==> src/verilog/adcc_pkg.sv <==
/*
  Constants for the converter control block: special function register
  addresses, control register field layout, reset values and the
  machine-cycle timing of one conversion.
  Assumes one core clock; a machine cycle is a whole number of clock periods.
*/
`default_nettype none

package adcc_pkg;

  // ----------------------------------------------------------------
  // register addresses
  // ----------------------------------------------------------------
  localparam logic [7:0] ADCC_ADDR_CTRL     = 8'hc5;
  // result register address is set by a module parameter; this is its default
  localparam logic [7:0] ADCC_ADDR_RES_DFLT = 8'hc6;

  // ----------------------------------------------------------------
  // converter_control_status field positions
  // ----------------------------------------------------------------
  localparam int ADCC_BIT_RES1  = 7;
  localparam int ADCC_BIT_RES0  = 6;
  localparam int ADCC_BIT_SRC   = 5;
  localparam int ADCC_BIT_DONE  = 4;
  localparam int ADCC_BIT_START = 3;
  localparam int ADCC_CH_MSB    = 2;
  localparam int ADCC_CH_LSB    = 0;

  // ----------------------------------------------------------------
  // widths and reset values
  // ----------------------------------------------------------------
  localparam int         ADCC_RES_W      = 10;
  localparam int         ADCC_BYTE_W     = 8;
  localparam int         ADCC_CH_W       = 3;
  localparam int         ADCC_NUM_CH     = 6;
  localparam logic [2:0] ADCC_CH_RST     = 3'h0;
  localparam logic [9:0] ADCC_RESULT_RST = 10'h000;
  localparam logic [7:0] ADCC_RDATA_RST  = 8'h00;

  // ----------------------------------------------------------------
  // timing, in machine cycles
  // ----------------------------------------------------------------
  // one machine cycle is 500 ns at the 12 MHz reference, i.e. 6 clocks
  localparam int ADCC_CONV_TIME_NS   = 25000;
  localparam int ADCC_REF_OSC_NS_X12 = 1000;
  localparam int ADCC_FULL_MCYC      = 50;
  localparam int ADCC_BYTE_MCYC      = 24;
  localparam int ADCC_MCYC_CLKS      = (ADCC_CONV_TIME_NS * 12) / (ADCC_FULL_MCYC * ADCC_REF_OSC_NS_X12);
  localparam int ADCC_INIT_MCYC      = 2;
  localparam int ADCC_SAMPLE_MCYC    = 8;
  localparam int ADCC_BIT_MCYC       = 4;
  // byte mode: 2 init + 6 sample + 8 bits x 2 = 24
  localparam int ADCC_BSAMPLE_MCYC   = 6;
  localparam int ADCC_BBIT_MCYC      = 2;

  typedef enum logic [2:0]
  {
    ADCC_S_IDLE,
    ADCC_S_ARM,
    ADCC_S_INIT,
    ADCC_S_SAMPLE,
    ADCC_S_CONV
  } adcc_state_e;

endpackage

`default_nettype wire

==> src/verilog/adcc_sar_step.sv <==
/*
  Successive-approximation register: bit pointer, trial code and the
  comparator decision kept per bit.
  Assumes the caller pulses i_load once per conversion and i_latch at the
  end of every bit step while the comparator output is settled.
*/
`timescale 1ns/1ps
`default_nettype none

module adcc_sar_step
  import adcc_pkg::*;
#(
  parameter int P_RES_W = ADCC_RES_W
)
(
  // clock and reset
  input  wire logic               i_mclk,
  input  wire logic               i_rst_n,
  // control
  input  wire logic               i_load,
  input  wire logic               i_byte_mode,
  input  wire logic               i_latch,
  input  wire logic               i_comp_gt,
  // code
  output logic [P_RES_W-1:0]      o_trial_code,
  output logic                    o_last_bit
);

  logic [P_RES_W-1:0] code_ff;
  logic [P_RES_W-1:0] ptr_ff;
  logic [P_RES_W-1:0] nxt_code;
  logic [P_RES_W-1:0] last_ptr;

  // byte mode stops two bits early; the low bits stay zero
  assign last_ptr     = i_byte_mode ? {{(P_RES_W-3){1'b0}}, 3'h4} : {{(P_RES_W-1){1'b0}}, 1'b1};
  assign o_last_bit   = (ptr_ff == last_ptr);
  assign o_trial_code = code_ff;

  // RULE12: keep or clear tested bit
  always_comb
  begin
    nxt_code = code_ff;
    if (!i_comp_gt)
      nxt_code = code_ff & ~ptr_ff;
    nxt_code = nxt_code | (ptr_ff >> 1);
  end

  // RULE25: one decision per step
  always_ff @(posedge i_mclk)
  begin
    if (!i_rst_n)
    begin
      code_ff <= '0;
      ptr_ff  <= '0;
    end
    else if (i_load)
    begin
      code_ff <= {1'b1, {(P_RES_W-1){1'b0}}};
      ptr_ff  <= {1'b1, {(P_RES_W-1){1'b0}}};
    end
    else if (i_latch && (ptr_ff != '0))
    begin
      if (o_last_bit)
        code_ff <= i_comp_gt ? code_ff : (code_ff & ~ptr_ff);
      else
        code_ff <= nxt_code;
      ptr_ff <= ptr_ff >> 1;
    end
  end

endmodule

`default_nettype wire

==> src/verilog/adcc_top.sv <==
/*
  Conversion control for the on-chip successive-approximation converter:
  special function register access, start handling, machine-cycle timing,
  result capture, channel select and low-power behaviour.
  Assumes a byte-wide SFR bus synchronous to i_mclk, and that the auxiliary
  configuration register lives elsewhere and hands over its two bits.
*/
`timescale 1ns/1ps
`default_nettype none

// Notes on behaviour
// RULE1: six inputs, 10-bit binary search
// RULE2: byte mode gives 8-bit result
// RULE3: full conversion takes fifty machine cycles
// RULE4: byte mode takes twenty-four cycles
// RULE5: idle keep-alive keeps converter powered
// RULE6: software start bit begins conversion
// RULE7: source select zero means software start; code takes the software start with either source setting
// RULE8: begins at next machine cycle boundary
// RULE9: command flop and separate busy flop
// RULE10: two init cycles, busy after first
// RULE11: eight cycles of input sampling
// RULE12: MSB first, keep bit if above
// RULE13: four machine cycles per bit
// RULE14: high byte and two low bits
// RULE15: done set, busy cleared together
// RULE16: three low bits drive multiplexer
// RULE17: start during conversion is ignored
// RULE18: idle or power-down entry aborts
// RULE19: finished result held while done
// RULE20: unused analog pins stay digital
// RULE21: start blocked while busy or done; code takes a start whose write also clears done
// RULE22: channel writable only when quiet
// RULE23: done requests interrupt, software clears
// RULE24: codes zero to five, pins two-seven
// RULE25: drive trial code, latch comparator
// RULE26: reset leaves converter idle, cleared
module adcc_top
  import adcc_pkg::*;
#(
  parameter int         P_MCYC_CLKS = ADCC_MCYC_CLKS,
  parameter logic [7:0] P_ADDR_RES  = ADCC_ADDR_RES_DFLT
)
(
  // clock and reset
  input  wire logic                       i_mclk,
  input  wire logic                       i_rst_n,
  // sfr bus
  input  wire logic [7:0]                 i_sfr_addr,
  input  wire logic                       i_sfr_wr,
  input  wire logic                       i_sfr_rd,
  input  wire logic [7:0]                 i_sfr_wdata,
  output logic [7:0]                      o_sfr_rdata,
  // auxiliary configuration and power state
  input  wire logic                       i_byte_mode_select,
  input  wire logic                       i_idle_keep_alive,
  input  wire logic                       i_idle_mode,
  input  wire logic                       i_power_down,
  // analog front end
  output logic [ADCC_NUM_CH-1:0]          o_analog_pin_sel,
  output logic                            o_sample_en,
  output logic [ADCC_RES_W-1:0]           o_trial_voltage,
  input  wire logic                       i_comp_gt,
  output logic                            o_analog_power_en,
  // status
  output logic                            o_done_irq_req,
  output logic                            o_busy
);

  // ----------------------------------------------------------------
  // state
  // ----------------------------------------------------------------
  adcc_state_e            state_ff;
  logic [7:0]             div_ff;
  logic [7:0]             phase_ff;
  logic                   cmd_ff;
  logic                   busy_ff;
  logic                   done_ff;
  logic                   src_ff;
  logic [ADCC_CH_W-1:0]   chan_ff;
  logic [ADCC_RES_W-1:0]  result_ff;
  logic                   byte_ff;
  logic                   idle_d_ff;
  logic                   pd_d_ff;
  logic [7:0]             rdata_ff;

  logic                   mtick;
  logic                   wr_ctrl;
  logic                   start_req;
  logic                   done_clr;
  logic                   powered;
  logic                   abort;
  logic                   sar_load;
  logic                   sar_latch;
  logic                   sar_last;
  logic                   finish;
  logic [7:0]             sample_len;
  logic [7:0]             bit_len;
  logic [ADCC_RES_W-1:0]  trial_code;

  // ----------------------------------------------------------------
  // machine cycle divider
  // ----------------------------------------------------------------
  // free running, so a start written mid-cycle waits for the boundary
  assign mtick = (div_ff == 8'(P_MCYC_CLKS - 1));

  always_ff @(posedge i_mclk)
  begin
    if (!i_rst_n)
      div_ff <= 8'h00;
    else if (mtick)
      div_ff <= 8'h00;
    else
      div_ff <= div_ff + 8'h01;
  end

  // ----------------------------------------------------------------
  // power and abort
  // ----------------------------------------------------------------
  // RULE5: powered in idle only with keep-alive
  assign powered = !i_power_down && !(i_idle_mode && !i_idle_keep_alive);

  // RULE18: entry into low power aborts
  assign abort = (i_idle_mode && !idle_d_ff) || (i_power_down && !pd_d_ff) || !powered;

  assign o_analog_power_en = powered;

  always_ff @(posedge i_mclk)
  begin
    if (!i_rst_n)
    begin
      idle_d_ff <= 1'b0;
      pd_d_ff   <= 1'b0;
    end
    else
    begin
      idle_d_ff <= i_idle_mode;
      pd_d_ff   <= i_power_down;
    end
  end

  // ----------------------------------------------------------------
  // register write decode
  // ----------------------------------------------------------------
  assign wr_ctrl  = i_sfr_wr && (i_sfr_addr == ADCC_ADDR_CTRL);
  // RULE23: software writes zero to clear only
  assign done_clr = wr_ctrl && !i_sfr_wdata[ADCC_BIT_DONE];

  // RULE21: blocked while busy or done
  // clearing done in the same write as setting start is allowed
  // RULE7: both source settings take the software start
  assign start_req = wr_ctrl && i_sfr_wdata[ADCC_BIT_START] && !cmd_ff && !busy_ff &&
                     (!done_ff || done_clr) && powered;

  // RULE9: command flop, set only by writes
  // RULE6: software write sets the command
  always_ff @(posedge i_mclk)
  begin
    if (!i_rst_n)
      cmd_ff <= 1'b0;
    else if (abort || finish)
      cmd_ff <= 1'b0;
    else if (start_req)
      cmd_ff <= 1'b1;
  end

  // RULE22: channel writable only when quiet
  // RULE16: three low bits pick channel
  always_ff @(posedge i_mclk)
  begin
    if (!i_rst_n)
    begin
      chan_ff <= ADCC_CH_RST;
      src_ff  <= 1'b0;
    end
    else if (wr_ctrl)
    begin
      src_ff <= i_sfr_wdata[ADCC_BIT_SRC];
      if (!done_ff && !busy_ff && !cmd_ff)
        chan_ff <= i_sfr_wdata[ADCC_CH_MSB:ADCC_CH_LSB];
    end
  end

  // ----------------------------------------------------------------
  // conversion sequencer
  // ----------------------------------------------------------------
  // RULE2: byte mode shortens sampling and bit steps
  assign sample_len = byte_ff ? 8'(ADCC_BSAMPLE_MCYC) : 8'(ADCC_SAMPLE_MCYC);
  assign bit_len    = byte_ff ? 8'(ADCC_BBIT_MCYC) : 8'(ADCC_BIT_MCYC);

  assign sar_load  = (state_ff == ADCC_S_SAMPLE) && mtick && (phase_ff == sample_len - 8'h01);
  // RULE13: one decision per bit step
  assign sar_latch = (state_ff == ADCC_S_CONV) && mtick && (phase_ff == bit_len - 8'h01);
  // RULE3: 2 + 8 + 10 x 4 cycles
  // RULE4: 2 + 6 + 8 x 2 cycles
  assign finish    = sar_latch && sar_last && !abort;

  // RULE26: reset leaves sequencer idle
  always_ff @(posedge i_mclk)
  begin
    if (!i_rst_n)
    begin
      state_ff <= ADCC_S_IDLE;
      phase_ff <= 8'h00;
      byte_ff  <= 1'b0;
    end
    else if (abort)
    begin
      state_ff <= ADCC_S_IDLE;
      phase_ff <= 8'h00;
    end
    else
    begin
      case (state_ff)
        ADCC_S_IDLE:
        begin
          // RULE17: new starts ignored once running
          if (start_req)
          begin
            state_ff <= ADCC_S_ARM;
            byte_ff  <= i_byte_mode_select;
          end
        end
        ADCC_S_ARM:
        begin
          // RULE8: first machine cycle boundary starts it
          if (mtick)
          begin
            state_ff <= ADCC_S_INIT;
            phase_ff <= 8'h00;
          end
        end
        ADCC_S_INIT:
        begin
          // RULE10: two initialisation cycles
          if (mtick)
          begin
            if (phase_ff == 8'(ADCC_INIT_MCYC - 1))
            begin
              state_ff <= ADCC_S_SAMPLE;
              phase_ff <= 8'h00;
            end
            else
              phase_ff <= phase_ff + 8'h01;
          end
        end
        ADCC_S_SAMPLE:
        begin
          // RULE11: sampling window
          if (mtick)
          begin
            if (sar_load)
            begin
              state_ff <= ADCC_S_CONV;
              phase_ff <= 8'h00;
            end
            else
              phase_ff <= phase_ff + 8'h01;
          end
        end
        ADCC_S_CONV:
        begin
          if (mtick)
          begin
            if (finish)
              state_ff <= ADCC_S_IDLE;
            if (sar_latch)
              phase_ff <= 8'h00;
            else
              phase_ff <= phase_ff + 8'h01;
          end
        end
        default:
        begin
          state_ff <= ADCC_S_IDLE;
          phase_ff <= 8'h00;
        end
      endcase
    end
  end

  // RULE10: busy reads one after first cycle
  // RULE15: busy drops with done set
  always_ff @(posedge i_mclk)
  begin
    if (!i_rst_n)
      busy_ff <= 1'b0;
    else if (abort || finish)
      busy_ff <= 1'b0;
    else if ((state_ff == ADCC_S_INIT) && mtick && (phase_ff == 8'h00))
      busy_ff <= 1'b1;
  end

  // RULE15: done at end of conversion
  // hardware set wins over a clear in the same cycle
  always_ff @(posedge i_mclk)
  begin
    if (!i_rst_n)
      done_ff <= 1'b0;
    else if (finish)
      done_ff <= 1'b1;
    else if (done_clr)
      done_ff <= 1'b0;
  end

  // RULE14: result captured at completion
  // RULE19: untouched until the next completion
  always_ff @(posedge i_mclk)
  begin
    if (!i_rst_n)
      result_ff <= ADCC_RESULT_RST;
    else if (finish)
    begin
      if (i_comp_gt)
        result_ff <= trial_code;
      else
        result_ff <= trial_code & ~(byte_ff ? 10'h004 : 10'h001);
    end
  end

  // ----------------------------------------------------------------
  // successive approximation register
  // ----------------------------------------------------------------
  // RULE1: binary search over the selected input
  adcc_sar_step #(
    .P_RES_W      (ADCC_RES_W)
  ) u_sar (
    .i_mclk       (i_mclk),
    .i_rst_n      (i_rst_n),
    .i_load       (sar_load && !abort),
    .i_byte_mode  (byte_ff),
    .i_latch      (sar_latch && !abort),
    .i_comp_gt    (i_comp_gt),
    .o_trial_code (trial_code),
    .o_last_bit   (sar_last)
  );

  // RULE25: trial code straight to the DAC
  assign o_trial_voltage = trial_code;
  assign o_sample_en     = (state_ff == ADCC_S_SAMPLE);

  // ----------------------------------------------------------------
  // analog multiplexer
  // ----------------------------------------------------------------
  // RULE24: code n selects analog input n
  // RULE20: only the pin under sampling is analog
  // codes 6 and 7 select nothing, leaving all pins digital
  genvar g;
  generate
    for (g = 0; g < ADCC_NUM_CH; g++)
    begin : g_pin
      assign o_analog_pin_sel[g] = o_sample_en && (chan_ff == ADCC_CH_W'(g));
    end
  endgenerate

  // ----------------------------------------------------------------
  // read path
  // ----------------------------------------------------------------
  // RULE9: start bit reads the busy flop
  always_ff @(posedge i_mclk)
  begin
    if (!i_rst_n)
      rdata_ff <= ADCC_RDATA_RST;
    else if (i_sfr_rd && (i_sfr_addr == ADCC_ADDR_CTRL))
      rdata_ff <= {result_ff[1:0], src_ff, done_ff, busy_ff, chan_ff};
    else if (i_sfr_rd && (i_sfr_addr == P_ADDR_RES))
      rdata_ff <= result_ff[ADCC_RES_W-1:ADCC_RES_W-ADCC_BYTE_W];
    else if (i_sfr_rd)
      rdata_ff <= ADCC_RDATA_RST;
  end

  assign o_sfr_rdata    = rdata_ff;
  // RULE23: done flag is the request
  assign o_done_irq_req = done_ff;
  assign o_busy         = busy_ff;

endmodule

`default_nettype wire

==> config.mk <==
export PLATFORM = sky130hd
export DESIGN_NAME = adcc_top
export DESIGN_NICKNAME = d
export VERILOG_FILES = /design/src/verilog/adcc_pkg.sv /design/src/verilog/adcc_sar_step.sv /design/src/verilog/adcc_top.sv
export SDC_FILE = /design/constraint.sdc
export NUM_CORES = 1
export LEC_CHECK = 0
export ABC_CLOCK_PERIOD_IN_PS = 2500
export BUFFER_PORTS_ARGS = -buffer_cell sky130_fd_sc_hd__buf_4
export CORE_UTILIZATION = 54
export CTS_CLUSTER_DIAMETER = 100
export CTS_CLUSTER_SIZE = 12
export DETAILED_ROUTE_END_ITERATION = 7
export GPL_TIMING_DRIVEN = 0
export PLACE_DENSITY = 0.83
export SETUP_SLACK_MARGIN = 0.02
export SYNTH_ARGS = -nofsm -noshare
export SYNTH_HDL_FRONTEND = slang
export SYNTH_SLANG_ARGS = --single-unit
==> constraint.sdc <==
create_clock -name i_mclk -period 2.5 [get_ports i_mclk]
set_input_delay 0.5 -clock i_mclk [delete_from_list [all_inputs] [get_ports i_mclk]]
set_output_delay 0.5 -clock i_mclk [all_outputs]
set_load 0.01 [all_outputs]
# After elaboration in Yosys (flattened, before gate mapping)
# Index checks and enable logic that the tools add are counted.
[op_classes] addsub=4 eq_ne=24 n_mux=32 bitwise_logic=8 n_reduce_logical=62
[ops] op="$mux 8" count=10
[ops] op="$mux 10" count=7
[ops] op="$pmux 8 s5" count=1
[ops] op="$logic_and 1x1->1" count=32
[ops] op="$mux 3" count=10
[ops] op="$and 10x10->10" count=2
[ops] op="$not 10->10" count=2
[ops] op="$add 8x1->8 const B" count=2
[ops] op="$eq 8x8->1" count=2
[ops] op="$eq 8x8->1 const B" count=2
[ops] op="$pmux 3 s5" count=1
[ops] op="$eq 3x2->1 const B" count=4
[ops] op="$ne 2x2->1 const B" count=6
[ops] op="$logic_not 1->1" count=11
[ops] op="$eq 10x10->1" count=1
[ops] op="$or 10x9->10" count=1
[ops] op="$reduce_bool 10->1" count=1
[ops] op="$eq 3x3->1 const B" count=3
[ops] op="$eq 8x1->1 const B" count=1
[ops] op="$eq 8x3->1 const B" count=1
[ops] op="$logic_not 8->1" count=1
[ops] op="$reduce_and 8->1" count=1
[ops] op="$reduce_or 2->1" count=4
[ops] op="$eq 3x1->1 const B" count=2
[ops] op="13 further kinds" count=22
[totals] ff_bits=67 inputBits=25 output_inout_bits=28 elab_cells=147

# Longest topological paths before layout
[logic_depth] word_depth=11 ltp_mapped=10 ltp_nobuf=7

# Hierarchy
# From an unflattened synthesis, not the netlist that was laid out.
[hier_totals] hier_cells=363 hier_area_um2=3095.5
[by_module_without_submodules] module="adcc_top" instances=1 cells_each=271 area_each_um2=2297.2 seq_area_each_um2=920.9
[by_module_without_submodules] module="adcc_sar_step" instances=1 cells_each=92 area_each_um2=798.3 seq_area_each_um2=400.4

# Worst setup path before layout
# No wires, ideal clock.
[synth_path] path_kind="input to register" startpoint="input i_idle_mode" endpoint="register result_ff[4]" setup_ns=0.067 arrival_ns=2.229 t_required_ns=2.433 setup_slack_ns=0.204 stages=8 n_path_buf=3 cell_sequence="a21boi_0 -> or4b_1 -> buf_2 -> or3_1 -> buf_2 -> or2_1 -> buf_6 -> o21ai_2"
[synth_between] elab_chain_cells=7 elab_cells_between_ends=9 classes_between="reduce/logical (9)"
[synth_lines] element="from (decl)" line_no="adcc_top.sv:57" rtl="input wire logic i_idle_mode,"
[synth_lines] element="$logic_and 1x1->1" line_no="adcc_top.sv:121" rtl="assign powered = !i_power_down && !(i_idle_mode && !i_idle_keep_alive);"
[synth_lines] element="$logic_not 1->1" line_no="adcc_top.sv:121"
[synth_lines] element="$logic_and 1x1->1" line_no="adcc_top.sv:121"
[synth_lines] element="$logic_not 1->1" line_no="adcc_top.sv:124" rtl="assign abort = (i_idle_mode && !idle_d_ff) || (i_power_down && !pd_d_ff) || !powered;"
[synth_lines] element="$logic_or 1x1->1 *" line_no="adcc_top.sv:124"
[synth_lines] element="$logic_not 1->1 *" line_no="adcc_top.sv:196" rtl="assign finish = sar_latch && sar_last && !abort;"
[synth_lines] element="$logic_and 1x1->1 *" line_no="adcc_top.sv:196"
[synth_lines] element="to (signal assigned)" line_no="adcc_top.sv:315" rtl="result_ff <= trial_code;"
[synth_lines] element="to (signal assigned)" line_no="adcc_top.sv:317" rtl="result_ff <= trial_code & ~(byte_ff ? 10'h004 : 10'h001);"
[synth_lines] element="to (decl)" line_no="adcc_top.sv:81" rtl="logic [ADCC_RES_W-1:0] result_ff;"
# Mark *: on every way between the ends. The rest lies on a longest branch, timed or not.
# A chain may end at the register's enable or synchronous reset.

# Worst setup path in the final report
[layout_path] startpoint="register phase_ff[0]" endpoint="register result_ff[5]"
[layout_between] elab_chain_cells=4
[layout_lines] element="from (decl)" line_no="adcc_top.sv:75" rtl="logic [7:0] phase_ff;"
[layout_lines] element="from (signal assigned)" line_no="adcc_top.sv:244" rtl="phase_ff <= phase_ff + 8'h01;"
[layout_lines] element="from (signal assigned)" line_no="adcc_top.sv:258" rtl="phase_ff <= phase_ff + 8'h01;"
[layout_lines] element="from (signal assigned)" line_no="adcc_top.sv:270" rtl="phase_ff <= phase_ff + 8'h01;"
[layout_lines] element="$eq 8x8->1" line_no="adcc_top.sv:193" rtl="assign sar_latch = (state_ff == ADCC_S_CONV) && mtick && (phase_ff == bit_len - 8'h01);"
[layout_lines] element="$logic_and 1x1->1" line_no="adcc_top.sv:193"
[layout_lines] element="$logic_and 1x1->1 (2 in series)" line_no="adcc_top.sv:196"
# No other way between the ends.

==> results.txt <==
The average wire per standard cell is 15.0 um. The count of port buffers added during placement came out at 49. The die extent in x came out at 77.9 um. The share of the clock period used by the worst path is 95.7%. Among all flip-flop cells after synthesis, the most frequent one is dfxtp_1. In this run the worst hold path is classified as input port to flip-flop. The final worst slack is 0.107 ns. The count of buffering cells on the critical path with inverters included came out at 5. The run finished with clean final reports.

The total stage count of the critical path came out at 9. The clock-pin slew on the worst setup and hold paths is 0.08 ns. In this run the vertical extent of the chip is 77.9 um. TritonCTS built the clock tree. Global routing consumed, over all layers together, 26.3% of the routing resources. Setup slack on the worst reg-to-reg path comes out at 0.11 ns. The post-layout instance count excluding filler cells came out at 498. The final layout contains 451 nets. The post-CTS setup buffer count is 0. Sequential elements use 42.5% of the synthesized area. The first global-routing pass estimated 12,400 um of wire.

The average vias per placed instance is 5.84. The share of Yosys cell area claimed by the top area cell type came out at 42.5%. In this run the critical register-to-register path is captured at result_ff[5]. The maximum buffer depth of the clock tree came out at 2. By instance count, the leading cell after synthesis is dfxtp_1. The initial standard-cell utilization of the core came out at 56.1%.

The total congestion overflow after global routing came out at 0. The maximum resistive drop on vdd is 364 uV. By count the netlist is led by 66 x dfxtp_1, 39 x nand2_1, 37 x nor2_1. The number of library cell types mapped by synthesis is 56. The initial antenna violation count is 0.

Summing over every cut layer, the via total after detailed routing is 2,909. The area growth from synthesis to layout is 24.2%. STA classifies the critical path endpoint as a flip-flop. The number of max-slew violations in the final report came out at 0. At the end of routability-driven placement, the weighted congestion stood at 0.835.

The first TritonRoute pass finished after 4 iterations. The final design area excluding fillers came out at 3860 um2. The post-synthesis register bit count came out at 66. The total of hold buffers inserted after clock tree synthesis is 0. After synthesis, the cell types taking the most area are dfxtp_1 43%, nand2_1 4.7%, nor2_1 4.5%, nand3_1 3.5%, a211oi_1 2.9%. In the synthesized netlist, the number of instances is 362. The post-detailed-routing wire length is 7490 um. The cell total after placement came out at 483.

The placement row count is 27. Once layout is complete, the utilization of the core stands at 69.6%. Traced cell by cell, the critical path runs through buf_4 > inv_1 > or4b_1 > buf_4 > or3_1 > buf_2 > or2_1 > buf_6 > o21ai_2.

In this run the critical register-to-register path is launched from phase_ff[0]. The largest individual stage delay along the critical path comes from the cell or4b_1. Max-cap violations in this run came to 0.

The worst slew slack as a fraction of its limit is 41.9%. The power per cell area came out at 561 nW/um2. The latest clock arrival within the worst-skew pair came out at 0.36 ns.

Counting stages on the worst path, the most repeated cell is buf_4. The slew at the pin closest to its max-slew limit is 0.850 ns. The number of clock buffers inserted by TritonCTS is 9. The largest net degree at the start of global routing came out at 13. The CTS sink count is 66. The number of global-route vias before repair is 2,595. Once detail routing completed, the nets flagged for antenna violations numbered 0. The cell sitting at the root of the clock tree is a clkbuf_8. The count of filler cells inserted in the layout came out at 423. For this run, design rule violations remaining after detail routing come to 0. The delay of the slowest cell on the worst path is 0.52 ns. The hold violation total from the final report was 0. The critical-path maximum fanout is 8. The time the worst path needs with I/O delays and setup came out at 2.39 ns.

The origin of the worst setup path is phase_ff[0]. The number of cells on the worst reg-to-reg path is 9. The floorplan step defined a core boundary enclosing 5540 um2. At the placement stage, the worst setup path has a slack of -0.190 ns. The number of design-rule violations left by the first detailed-router iteration is 195. Data on the critical path is required at its endpoint by 2.80 ns. The number of H-tree levels is 3. Setup repair after global routing left no endpoint under its margin. The die covers 6060 um2.

The analysis attributes to cell leakage a power of 0.00143 uW. The final-report setup violation count is 0. For the final routed database, the setup TNS stands at 0 ns.

The count of warnings emitted by yosys came out at 0. The fraction of layout cells with a size suffix above 1 came out at 23.0%. The placed standard-cell area came out at 3570 um2. In this run the worst setup path terminates at result_ff[5]. The achievable frequency came out at 418 MHz. The data arrival time of the critical path is 2.69 ns. The combined area of all synthesized cells is 3110 um2.

The number of primary I/O pins came out at 53. The synthesized netlist net count is 392. The critical path start-end classification is flip-flop to flip-flop.

The number of enable-type register cells in the synthesized netlist came out at 0. The kind of cell with the highest combined delay along the critical path is simple AND/OR/NAND/NOR gates. The fraction of registers with async set/reset came out at 0%.

The clock tree skew after final layout came out at 0.0122 ns. The worst setup path is launched from a flip-flop. The per-instance average area after synthesis is 8.59 um2. The count of inserted antenna diode cells came out at 0. Once detailed placement completed, the half-perimeter wirelength came to 5230 um. The cell taking the most area after synthesis is dfxtp_1.
through the flow:
step	hold WS, ns	power [uW]
2_1_floorplan	0.436	1140
3_3_place_gp	0.446	1190
3_5_place_dp	0.465	1200
4_1_cts	0.367	2170
5_1_grt	0.372	2230
6_report	0.371	2170
timing repair:
| action | in CTS | in global routing |
|---|---|---|
| gates resized for setup | 4 | 20 |
| gates cloned | 0 | 1 |
| endpoints found under the setup margin | 26 | 40 |
placed cells by master (no fill, tap or decap), types with 3 or more instances in the layout:
cell type	instances
a211oi_1	12
a21oi_1	10
a22oi_1	8
a31o_2	5
and3_1	4
and4_1	3
buf_2	3
buf_4	52
clkbuf_1	9
clkbuf_8	9
dfxtp_1	63
ha_1	5
inv_1	12
mux2i_1	6
nand2_1	39
nand3_1	22
nand3b_1	6
nand4_1	4
nor2_1	36
nor2b_1	3
nor3_1	8
nor3b_1	5
nor4_1	5
nor4b_1	4
o21a_1	3
o21ai_0	17
o21ai_2	6
xnor2_1	9
xor2_1	5
power by group:
group          switching (uW)  internal, uW  total (uW)  leakage, uW
clock                     427           565         992     0.000107
combinational            57.0          47.3         104     0.000788
sequential               9.15          1060        1070     0.000535
flip-flops by register name, indices dropped and copies added (netlist names), 3 cells and up:
register,flops
div_ff,8
o_sfr_rdata,8
state_ff,3
chan_ff,3
u_sar.ptr_ff,10
u_sar.o_trial_code,10
phase_ff,8
result_ff,10
final cells by class:
type | instances | area, um2 | share of cell area (%)
Clock inverter | 6 | 90.1 | 2.33
Timing Repair Buffer | 50 | 373 | 9.66
Clock buffer | 10 | 128 | 3.31
Inverter | 12 | 45.0 | 1.17
Tap cell | 72 | 90.1 | 2.33
Multi-Input combinational cell | 265 | 1720 | 44.5
Buffer | 17 | 88.8 | 2.30
Sequential cell | 66 | 1330 | 34.4
routing by layer:
metal  part of all wire (%)  wire, um  vias up  GRT usage (%)
met3                    6.6       497       19           6.12
met1                     44      3270     1350           34.7
met4                    2.6       193        0           11.9
met2                     47      3540      116           40.8
met5                      0         0        -              0
li1                       -         -     1424              -
how the worst min path moves through the flow:
stage | start | end | depth (start not counted)
finish | i_idle_mode | idle_d_ff | 2
detailed placement | u_sar.ptr_ff[0] | u_sar.ptr_ff[0] | 2
global placement | result_ff[1] | result_ff[1] | 2
CTS | i_idle_mode | idle_d_ff | 2
global route | i_idle_mode | idle_d_ff | 2
floorplan | result_ff[2] | result_ff[2] | 2
logic make-up after synthesis:
kind of cell	count (synthesis)	share of synthesized area [%]
simple gates	161	27.4
compound gates	78	17.7
mux	6	1.93
flops	66	42.5
buf+inv	31	4.19
xor+xnor	15	4.23
fa+ha+maj	5	2.01
Note: power is estimated with default switching activity, not from simulation.
